===== config.mk =====
export PLATFORM = sky130hd
export DESIGN_NAME = ued_engine
export DESIGN_NICKNAME = d
export VERILOG_FILES = /design/src/rtl/ued_rec_addr.v /design/src/rtl/ued_payload_decode.v /design/src/rtl/ued_engine.v
export VERILOG_INCLUDE_DIRS = /design/src /design/src/rtl
export SDC_FILE = /design/constraint.sdc
export NUM_CORES = 1
export LEC_CHECK = 0
export ABC_AREA = 1
export BUFFER_PORTS_ARGS = -buffer_cell sky130_fd_sc_hd__buf_2
export CAP_MARGIN = 30
export CORE_MARGIN = 10
export CORE_UTILIZATION = 36
export CTS_CLUSTER_DIAMETER = 60
export CTS_CLUSTER_SIZE = 12
export DETAILED_ROUTE_END_ITERATION = 8
export PLACE_DENSITY = 0.62
export SKIP_CTS_REPAIR_TIMING = 1
export SLEW_MARGIN = 5
export SYNTH_ARGS = -nofsm -noshare
export SYNTH_HDL_FRONTEND = slang
export SYNTH_SLANG_ARGS = --single-unit

===== constraint.sdc =====
create_clock -name mclk -period 6.1 [get_ports mclk]
set_clock_uncertainty 0.15 [all_clocks]
set_input_delay 1.22 -clock mclk [delete_from_list [all_inputs] [get_ports mclk]]
set_output_delay 1.22 -clock mclk [all_outputs]
set_load 0.02 [all_outputs]

===== src/rtl/ued_consts.vh =====
// Constants for the endpoint descriptor engine: record layout, bit positions and codes.
`ifndef UED_CONSTS_VH
`define UED_CONSTS_VH

// ================================
// Record byte offsets
`define UED_OFS_STATUS 3'h0
`define UED_OFS_CTRL 3'h1
`define UED_OFS_CNT_LO 3'h2
`define UED_OFS_CNT_HI 3'h3
`define UED_OFS_PTR_LO 3'h4
`define UED_OFS_PTR_HI 3'h5
`define UED_OFS_AUX_LO 3'h6
`define UED_OFS_AUX_HI 3'h7
`define UED_OFS_LAST 3'h7
`define UED_EP_STRIDE_SHIFT 4
`define UED_IN_OFFSET 16'h0008
`define UED_WR_BASIC 8'h01
`define UED_WR_IN_MULTI 8'hC1
`define UED_WR_OUT 8'h0D

// ================================
// Status byte bit positions
`define UED_ST_STALL 7
`define UED_ST_NOTREADY 6
`define UED_ST_DONE_A 5
`define UED_ST_DONE_B 4
`define UED_ST_BANK 3
`define UED_ST_REFUSE1 2
`define UED_ST_REFUSE0 1
`define UED_ST_TOGGLE 0

// ================================
// Control byte fields
`define UED_CT_TYPE_HI 7
`define UED_CT_TYPE_LO 6
`define UED_CT_MULTI 5
`define UED_CT_DBUF 4
`define UED_CT_IRQMASK 3
`define UED_CT_STALL 2
`define UED_TYPE_DISABLED 2'h0
`define UED_TYPE_CONTROL 2'h1
`define UED_TYPE_BULK 2'h2
`define UED_TYPE_ISO 2'h3

// ================================
// Count high byte fields
`define UED_CH_AUTO_ZERO_LENGTH 7

// ================================
// Token kinds and answer codes
`define UED_TOK_OUT 2'h0
`define UED_TOK_IN 2'h1
`define UED_TOK_SETUP 2'h2
`define UED_ANS_ACK 2'h0
`define UED_ANS_NAK 2'h1
`define UED_ANS_STALL 2'h2
`define UED_ANS_SILENT 2'h3

`endif


===== src/rtl/ued_rec_addr.v =====
// Record byte address generator for the endpoint descriptor engine.
`timescale 1ns/1ps
`include "ued_consts.vh"
module ued_rec_addr (
	// Table location and selection
	input wire [15:0] table_base,
	input wire [3:0] ep_addr,
	input wire dir_in,
	input wire [2:0] byte_idx,
	// Result
	output wire [15:0] byte_addr
);
	// Output records sit at base plus 16 per address, input records 8 bytes further.
	assign byte_addr = table_base + ({12'h000, ep_addr} << `UED_EP_STRIDE_SHIFT)
		+ (dir_in ? `UED_IN_OFFSET : 16'h0000) + {13'h0000, byte_idx};
endmodule


===== src/rtl/ued_payload_decode.v =====
// Maximum payload decoder for the endpoint buffer size field.
`timescale 1ns/1ps
module ued_payload_decode #(
	parameter SIZE_W = 11
) (
	// Field and type
	input wire [2:0] size_code,
	input wire is_iso,
	// Decoded size in bytes
	output reg [SIZE_W-1:0] max_bytes
);
	reg [2:0] code;

	// Non-isochronous endpoints only see the two low code bits.
	always @* begin
		code = is_iso ? size_code : {1'b0, size_code[1:0]};
		case (code)
			3'h0: max_bytes = 11'h008;
			3'h1: max_bytes = 11'h010;
			3'h2: max_bytes = 11'h020;
			3'h3: max_bytes = 11'h040;
			3'h4: max_bytes = 11'h080;
			3'h5: max_bytes = 11'h100;
			3'h6: max_bytes = 11'h200;
			default: max_bytes = 11'h3FF;
		endcase
	end
endmodule


===== src/rtl/ued_engine.v =====
// Endpoint descriptor engine: fetches, answers from and updates endpoint records in SRAM.
// How it works
// - Sixteen addresses, each with IN and OUT record.
// - Record at base plus 16 per address, IN plus 8.
// - STALL answer sets status bit 7; W1C.
// - Isochronous OUT CRC error sets bit 7.
// - Not-ready IN or OUT sets status bit 6.
// - Successful IN or OUT sets status bit 5.
// - Successful SETUP, IN or OUT sets bit 4.
// - Bit 3 selects bank, toggles per success.
// - Refuse flags discard data, NAK unless isochronous.
// - Bit 0 is data toggle; isochronous ignores it.
// - Type field: disabled, control, bulk, isochronous.
// - Disabled endpoint: only control byte touched.
// - Multipacket moves large payloads with one interrupt at the end.
// - Ping-pong: bank bit picks refuse flag 1 or 0.
// - Interrupt mask: flags only, no completion push.
// - Size codes give 8 to 1023 bytes.
// - Ten-bit byte count per endpoint.
// - Auto zero-length packet for multipacket IN endpoints.
// - Data buffer address from bytes 4 and 5.
// - IN multipacket accumulates sent bytes in aux.
// - Table base from two separate byte registers.
`timescale 1ns/1ps
`include "ued_consts.vh"
module ued_engine #(
	parameter SIZE_W = 11
) (
	// Clock, reset, enable
	input wire mclk,
	input wire arst_n,
	input wire ce,
	// Table base byte registers
	input wire base_lo_we,
	input wire base_hi_we,
	input wire [7:0] base_wdata,
	output reg [15:0] table_base_q,
	// Transaction request from the link logic
	input wire txn_req,
	input wire [3:0] txn_ep,
	input wire [1:0] txn_tok,
	output reg txn_ready_q,
	// Answer to the link logic
	output reg ans_valid_q,
	output reg [1:0] ans_code_q,
	output reg ans_toggle_q,
	output reg [15:0] ans_ptr_q,
	output reg [9:0] ans_len_q,
	output reg [SIZE_W-1:0] ans_max_q,
	// Transaction outcome from the link logic
	input wire done_valid,
	input wire done_ok,
	input wire done_crc_err,
	input wire [9:0] done_count,
	// SRAM byte port
	output reg mem_req_q,
	output reg mem_we_q,
	output reg [15:0] mem_addr_q,
	output reg [7:0] mem_wdata_q,
	input wire mem_ack,
	input wire [7:0] mem_rdata,
	// Completion queue push
	output reg cmpl_push_q,
	output reg [15:0] cmpl_addr_q
);
	// ================================
	// State machine
	localparam S_IDLE = 3'h0;
	localparam S_RD_CTRL = 3'h1;
	localparam S_RD_REST = 3'h2;
	localparam S_ANSWER = 3'h3;
	localparam S_WAIT = 3'h4;
	localparam S_RD_STAT = 3'h5;
	localparam S_WRITE = 3'h6;

	reg [2:0] state_q;
	reg [2:0] idx_q;
	reg [3:0] ep_q;
	reg [1:0] tok_q;
	reg [7:0] rec_q [0:7];
	reg [7:0] set_mask_q;
	reg [7:0] flip_mask_q;
	reg [7:0] wr_mask_q;
	reg push_pend_q;
	reg [1:0] code_q;
	wire [15:0] byte_addr;
	wire [SIZE_W-1:0] max_bytes;

	// ================================
	// Record field views
	wire dir_in = (tok_q == `UED_TOK_IN);
	wire [7:0] st = rec_q[`UED_OFS_STATUS];
	wire [7:0] ctrl = rec_q[`UED_OFS_CTRL];
	wire [1:0] ep_type = ctrl[`UED_CT_TYPE_HI:`UED_CT_TYPE_LO];
	wire is_iso = (ep_type == `UED_TYPE_ISO);
	wire multi = ctrl[`UED_CT_MULTI];
	wire dbuf = ctrl[`UED_CT_DBUF] && (ep_type != `UED_TYPE_CONTROL);
	wire stall_en = ctrl[`UED_CT_STALL] && !is_iso && (tok_q != `UED_TOK_SETUP);
	wire [9:0] cnt = {rec_q[`UED_OFS_CNT_HI][1:0], rec_q[`UED_OFS_CNT_LO]};
	wire auto_zero_length = rec_q[`UED_OFS_CNT_HI][`UED_CH_AUTO_ZERO_LENGTH];
	wire [15:0] ptr = {rec_q[`UED_OFS_PTR_HI], rec_q[`UED_OFS_PTR_LO]};
	wire [15:0] aux = {rec_q[`UED_OFS_AUX_HI], rec_q[`UED_OFS_AUX_LO]};
	// In ping-pong the bank bit picks the buffer; otherwise buffer 0 always serves.
	wire bank = dbuf && st[`UED_ST_BANK];
	wire refuse = bank ? st[`UED_ST_REFUSE1] : st[`UED_ST_REFUSE0];
	wire [9:0] remain = (aux >= {6'h00, cnt}) ? 10'h000 : (cnt - aux[9:0]);
	wire [9:0] want = (multi && dir_in) ? remain : cnt;
	wire [9:0] max10 = max_bytes[9:0];
	wire [9:0] in_len = (want > max10) ? max10 : want;
	wire [9:0] rx_len = (done_count > max10) ? max10 : done_count;
	wire [15:0] moved = dir_in ? aux : {6'h00, cnt};
	wire [9:0] out_cnt = (multi && !dir_in) ? (cnt + rx_len) : rx_len;
	wire [15:0] in_aux = aux + {6'h00, ans_len_q};
	// A full-size last IN packet with auto zero-length still owes a ZLP.
	wire in_final = (in_aux >= {6'h00, cnt}) && !(auto_zero_length && (ans_len_q == max10));
	wire out_final = ({6'h00, out_cnt} >= aux) || (rx_len < max10);
	wire is_final = !multi || (tok_q == `UED_TOK_SETUP) || (dir_in ? in_final : out_final);

	ued_rec_addr u_addr (
		.table_base(table_base_q),
		.ep_addr(ep_q),
		.dir_in(dir_in),
		.byte_idx(idx_q),
		.byte_addr(byte_addr)
	);

	ued_payload_decode #(
		.SIZE_W(SIZE_W)
	) u_size (
		.size_code(ctrl[2:0]),
		.is_iso(is_iso),
		.max_bytes(max_bytes)
	);

	// ================================
	// Table base registers
	always @(posedge mclk or negedge arst_n) begin
		if (!arst_n) begin
			table_base_q <= 16'h0000;
		end else if (ce) begin
			if (base_lo_we) begin
				table_base_q[7:0] <= base_wdata;
			end
			if (base_hi_we) begin
				table_base_q[15:8] <= base_wdata;
			end
		end
	end

	// ================================
	// Record storage
	genvar gi;
	generate
		for (gi = 0; gi <= `UED_OFS_LAST; gi = gi + 1) begin : g_rec
			always @(posedge mclk or negedge arst_n) begin
				if (!arst_n) begin
					rec_q[gi] <= 8'h00;
				end else if (ce) begin
					if (mem_req_q && !mem_we_q && mem_ack && idx_q == gi) begin
						// A fresh status read merges hardware events on top of software clears.
						if (state_q == S_RD_STAT) begin
							rec_q[gi] <= (mem_rdata | set_mask_q) ^ flip_mask_q;
						end else begin
							rec_q[gi] <= mem_rdata;
						end
					end else if (state_q == S_WAIT && done_valid && done_ok) begin
						if (!dir_in && gi == `UED_OFS_CNT_LO) begin
							rec_q[gi] <= out_cnt[7:0];
						end else if (!dir_in && gi == `UED_OFS_CNT_HI) begin
							rec_q[gi] <= {auto_zero_length, 5'h00, out_cnt[9:8]};
						end else if (dir_in && multi && gi == `UED_OFS_AUX_LO) begin
							rec_q[gi] <= in_aux[7:0];
						end else if (dir_in && multi && gi == `UED_OFS_AUX_HI) begin
							rec_q[gi] <= in_aux[15:8];
						end
					end
				end
			end
		end
	endgenerate

	// ================================
	// Sequencer
	always @(posedge mclk or negedge arst_n) begin
		if (!arst_n) begin
			state_q <= S_IDLE;
			idx_q <= 3'h0;
			ep_q <= 4'h0;
			tok_q <= 2'h0;
			txn_ready_q <= 1'b0;
			ans_valid_q <= 1'b0;
			ans_code_q <= 2'h0;
			ans_toggle_q <= 1'b0;
			ans_ptr_q <= 16'h0000;
			ans_len_q <= 10'h000;
			ans_max_q <= {SIZE_W{1'b0}};
			mem_req_q <= 1'b0;
			mem_we_q <= 1'b0;
			mem_addr_q <= 16'h0000;
			mem_wdata_q <= 8'h00;
			cmpl_push_q <= 1'b0;
			cmpl_addr_q <= 16'h0000;
			set_mask_q <= 8'h00;
			flip_mask_q <= 8'h00;
			wr_mask_q <= 8'h00;
			push_pend_q <= 1'b0;
			code_q <= 2'h0;
		end else if (ce) begin
			ans_valid_q <= 1'b0;
			cmpl_push_q <= 1'b0;
			case (state_q)
				S_IDLE: begin
					txn_ready_q <= 1'b1;
					if (txn_req && txn_ready_q) begin
						txn_ready_q <= 1'b0;
						ep_q <= txn_ep;
						tok_q <= txn_tok;
						idx_q <= `UED_OFS_CTRL;
						set_mask_q <= 8'h00;
						flip_mask_q <= 8'h00;
						wr_mask_q <= `UED_WR_BASIC;
						push_pend_q <= 1'b0;
						state_q <= S_RD_CTRL;
					end
				end
				S_RD_CTRL: begin
					if (!mem_req_q) begin
						mem_req_q <= 1'b1;
						mem_we_q <= 1'b0;
						mem_addr_q <= byte_addr;
					end else if (mem_ack) begin
						mem_req_q <= 1'b0;
						if (mem_rdata[`UED_CT_TYPE_HI:`UED_CT_TYPE_LO] == `UED_TYPE_DISABLED) begin
							// Nothing else in the record is touched.
							state_q <= S_IDLE;
						end else begin
							idx_q <= `UED_OFS_STATUS;
							state_q <= S_RD_REST;
						end
					end
				end
				S_RD_REST: begin
					if (!mem_req_q) begin
						mem_req_q <= 1'b1;
						mem_we_q <= 1'b0;
						mem_addr_q <= byte_addr;
					end else if (mem_ack) begin
						mem_req_q <= 1'b0;
						if (idx_q == `UED_OFS_LAST) begin
							state_q <= S_ANSWER;
						end else if (idx_q == `UED_OFS_STATUS) begin
							idx_q <= `UED_OFS_CNT_LO;
						end else begin
							idx_q <= idx_q + 3'h1;
						end
					end
				end
				S_ANSWER: begin
					ans_valid_q <= 1'b1;
					ans_toggle_q <= is_iso ? 1'b0 : st[`UED_ST_TOGGLE];
					ans_ptr_q <= multi ? (ptr + moved) : ptr;
					ans_len_q <= in_len;
					ans_max_q <= max_bytes;
					if (stall_en) begin
						ans_code_q <= `UED_ANS_STALL;
						code_q <= `UED_ANS_STALL;
						set_mask_q[`UED_ST_STALL] <= 1'b1;
						state_q <= S_RD_STAT;
					end else if (refuse) begin
						// Data to a refused buffer is dropped; isochronous has no handshake.
						ans_code_q <= is_iso ? `UED_ANS_SILENT : `UED_ANS_NAK;
						code_q <= is_iso ? `UED_ANS_SILENT : `UED_ANS_NAK;
						set_mask_q[`UED_ST_NOTREADY] <= 1'b1;
						state_q <= S_RD_STAT;
					end else begin
						ans_code_q <= `UED_ANS_ACK;
						code_q <= `UED_ANS_ACK;
						state_q <= S_WAIT;
					end
					idx_q <= `UED_OFS_STATUS;
				end
				S_WAIT: begin
					if (done_valid) begin
						state_q <= S_RD_STAT;
						if (done_ok) begin
							flip_mask_q[`UED_ST_TOGGLE] <= !is_iso;
							flip_mask_q[`UED_ST_BANK] <= dbuf;
							if (dir_in) begin
								wr_mask_q <= multi ? `UED_WR_IN_MULTI : `UED_WR_BASIC;
							end else begin
								wr_mask_q <= `UED_WR_OUT;
							end
							// Multipacket raises flags only when the whole payload has moved.
							if (is_final) begin
								set_mask_q[`UED_ST_DONE_A] <= (tok_q != `UED_TOK_SETUP);
								set_mask_q[`UED_ST_DONE_B] <= 1'b1;
								set_mask_q[`UED_ST_REFUSE1] <= bank;
								set_mask_q[`UED_ST_REFUSE0] <= !bank;
								push_pend_q <= !ctrl[`UED_CT_IRQMASK];
							end
						end else if (done_crc_err && is_iso && !dir_in) begin
							set_mask_q[`UED_ST_STALL] <= 1'b1;
						end
					end
				end
				S_RD_STAT: begin
					if (!mem_req_q) begin
						mem_req_q <= 1'b1;
						mem_we_q <= 1'b0;
						mem_addr_q <= byte_addr;
					end else if (mem_ack) begin
						mem_req_q <= 1'b0;
						state_q <= S_WRITE;
					end
				end
				S_WRITE: begin
					if (!mem_req_q) begin
						if (wr_mask_q[idx_q]) begin
							mem_req_q <= 1'b1;
							mem_we_q <= 1'b1;
							mem_addr_q <= byte_addr;
							mem_wdata_q <= rec_q[idx_q];
						end else if (idx_q == `UED_OFS_LAST) begin
							state_q <= S_IDLE;
						end else begin
							idx_q <= idx_q + 3'h1;
						end
					end else if (mem_ack) begin
						mem_req_q <= 1'b0;
						mem_we_q <= 1'b0;
						if (idx_q == `UED_OFS_LAST) begin
							state_q <= S_IDLE;
						end else begin
							idx_q <= idx_q + 3'h1;
						end
					end
					if (state_q == S_WRITE && !mem_req_q && idx_q == `UED_OFS_LAST
						&& !wr_mask_q[idx_q] && push_pend_q) begin
						cmpl_push_q <= 1'b1;
						cmpl_addr_q <= byte_addr - {13'h0000, `UED_OFS_LAST};
					end
					if (mem_req_q && mem_ack && idx_q == `UED_OFS_LAST && push_pend_q) begin
						cmpl_push_q <= 1'b1;
						cmpl_addr_q <= mem_addr_q - {13'h0000, `UED_OFS_LAST};
					end
				end
				default: begin
					state_q <= S_IDLE;
				end
			endcase
		end
	end
endmodule


==> impl_metrics.yaml <==
min_path:
  min_to: "wr_mask_q[0]"
  hold_path_depth: 2
  hold_class: "reg -> reg"
  hp-start: "wr_mask_q[0]"
logic_synthesis:
  mean_syn_cell_area_um2: 7.359
  synth_warnings: 0
  synth_top_cells_by_area: "dfrtp_1, nand2_1, ha_1, o21ai_0, inv_1"
  synthesis.nets: 1993
  post_synth_inst_count: 1835
  async_reset_ff_frac: 1.000
  synth-main-ff-cell: "dfrtp_1"
  netlist-cell-type-count: 58
  synth_top_cell_area_share: 0.3447
  ys_ff_latch: 186
  yosys.area.top_type: "dfrtp_1"
  synth_edf_count: 0
  post_synth_instance_area_um2: 13500
  yosysSeqAreaShare: 0.3447
worst_setup_path:
  cp_max_fo: 6
  crit_start: "done_count[9]"
  cp_slowest_cell: "a2111oi_2"
  most_frequent_cell_on_the_critical_path: "nand2_1"
  path_class: "in -> reg"
  reg2reg_from: "ctrl[7]"
  worst_r2r_path_depth: 37
  worstPathRequired_ns: 6.34
  critical_path.endpoint_type: "flop"
  timing.critical_path.arrival_ns: 5.95
  r2r_slack_ns: 0.40
  start_kind: "input pin"
  cpPeakStageDelay_ns: 0.38
  critical_path.reg2reg.endpoint: "set_mask_q[2]"
placement:
  io_buffer_count: 141
  preCtsSetupSlack_ns: -0.09147
  dp.final_hpwl_um: 35210
  place_congestion: 0.9105
  place_inst: 2421
clock_tree:
  numCtsBuffers: 17
  clock_sink_count: 186
  clock_insertion_delay_at_the_later_pin_of_the_skew_report_ns: 0.45
  clk_pin_slew_ns: 0.07
  tritoncts: "built"
  clk_root_buffer_cell: "clkbuf_16"
  cts.path.max_buffers: 2
  ctsHtreeMaxLevel: 4
floorplanning:
  boundaryPins: 143
  die_width_um: 213.7
  core-area_um2: 36790
  die_height_um: 213.7
  start_util: 0.3671
  rows: 70
  die_area_um2: 45650
power:
  p_leak_nw: 7.911
  report.power.total_w: 0.008742
  maximum_vdd_ir_drop_mv: 0.2259
  power-per-cell-area_nw_per_um2: 562.5
global_route:
  first_pass_grt_wire_length_um: 69660
  grt_util_all_layers: 0.1963
  grt_max_degree: 160
  grt.overflow.total: 0
  grt_pass1_vias: 12190
  antenna_violations_before_repair: 0
route:
  drt-wirelength-per-cell_um: 18.47
  routed_via_density: 5.282
  drtIter0Drc: 1063
  remaining_drc_errors: 0
  routed-via-count: 12990
  antenna_left: 0
  wl_um: 45430
  firstDrtPassIters: 5
finish:
  layout.area.seq_um2: 4658
  mostFrequentLayoutCell: "nand2_1"
  nFillCells: 3812
  diodes_inserted: 0
  mostFrequentLayoutCells: "nand2_1, o21ai_0, inv_1, dfrtp_1, buf_2"
  area_growth_syn_to_layout_pct: 15.09
  fin_nets: 2136
  stdcell_count: 2459
  multiInputGateArea_um2: 7797
  layout_cell_share_with_drive_strength_beyond_1: 0.1401
  final_core_util: 0.4225
outcome:
  outcome: "finished, final reports clean"
timing:
  timing.final.crit_period_ns: 5.710
  setup_ws_ns: 0.3899
  finalSetupViolations: 0
  report.final.hold_viol_count: 0
  aggregate_negative_setup_slack_ns: 0
  fmax_ghz: 0.1751
  final_min_period_over_clock_period: 0.9361
  tightestPinTransition_ns: 1.010
  report.final.slew_viol_count: 0
  grt_setup_unrepaired: "false"
  slew_headroom: 0.3197
flow_run:
  maxCapViolCount: 0
[Yosys cell counts, types with 4 or more instances]
master / n
a21o_1: 7
or2_2: 4
nand2_4: 9
clkbuf_1: 38
o21ai_1: 12
o22ai_1: 12
dfrtp_1: 186
o21bai_1: 4
ha_1: 111
nor4_1: 5
a31oi_1: 19
xnor2_1: 20
mux2_2: 4
o211ai_1: 13
o21ai_2: 10
buf_1: 5
fa_1: 5
o21ai_0: 239
buf_4: 5
nand2_2: 5
nor2_1: 122
a21oi_1: 126
nand2_1: 429
inv_2: 7
nor3_1: 20
a211oi_1: 5
inv_1: 224
nand3_1: 81
nand3_2: 4
nand4_1: 13
xor2_1: 43
[flip-flops by register name, indices dropped and copies added, names as in the netlist, 10 cells and up]
signal / flops
cmpl_addr_q: 16
aux: 16
ans_len_q: 10
ptr: 16
cnt: 10
table_base_q: 16
ans_ptr_q: 16
mem_addr_q: 16
[logic make-up after synthesis]
kind of cell    Yosys count  synth area share
simple gates            707            0.2262
compound gates          471            0.1922
fa+ha+maj               116            0.1103
flops                   186            0.3447
xor+xnor                 63           0.04086
mux                       4          0.003336
buf+inv                 287           0.08219
other cells               1         0.0002777
[layer usage]
metal  global-route usage  vias up  routed length (um)
met2               0.3186      386               21280
met3              0.03066       43                2471
met1               0.2673     6172               20830
li1                     -     6387                   -
met4              0.05011        0                 846
met5                    0        -                   0
[worst max-delay path, delay by kind of cell]
kind	cells	cell delay (ns)
simple gates	19	1.97
xor+xnor	1	0.17
fa+ha+maj	4	1.19
buf+inv	4	0.28
compound gates	7	1.09
[metrics by stage]
| stage | hold slack [ns] | area, um^2 |
|---|---|---|
| floorplan | 0.2693 | 13500 |
| global placement | 0.2861 | 14810 |
| detailed placement | 0.2887 | 14810 |
| CTS | 0.3074 | 15440 |
| global route | 0.3296 | 15540 |
| finish | 0.3040 | 15540 |
[worst max path at each step]
stage / to / slack [ns]
after floorplan: push_pend_q / 0.45
after global placement: set_mask_q[1] / 0.03
after detailed placement: set_mask_q[2] / -0.09
after CTS: set_mask_q[2] / 0.13
after global routing: set_mask_q[1] / 0.003
final: set_mask_q[2] / 0.39
[area by class of cell]
| cell class | instances | area share |
|---|---|---|
| Multi-Input combinational cell | 1362 | 0.5017 |
| Sequential cell | 186 | 0.2997 |
| Timing Repair Buffer | 176 | 0.06368 |
| Inverter | 235 | 0.05692 |
| Tap cell | 468 | 0.03768 |
| Clock buffer | 20 | 0.02874 |
| Clock inverter | 12 | 0.01151 |
[report_power, final]
part / switching, W / leakage, nW / total (W) / internal (W)
sequential: 0.000423 / 2.26 / 0.00208 / 0.00166
combinational: 0.00357 / 5.35 / 0.00544 / 0.00188
clock: 0.000544 / 0.304 / 0.00122 / 0.000672
total: 0.00453 / 7.91 / 0.00874 / 0.00421
Note: power is estimated with default switching activity, not from simulation.
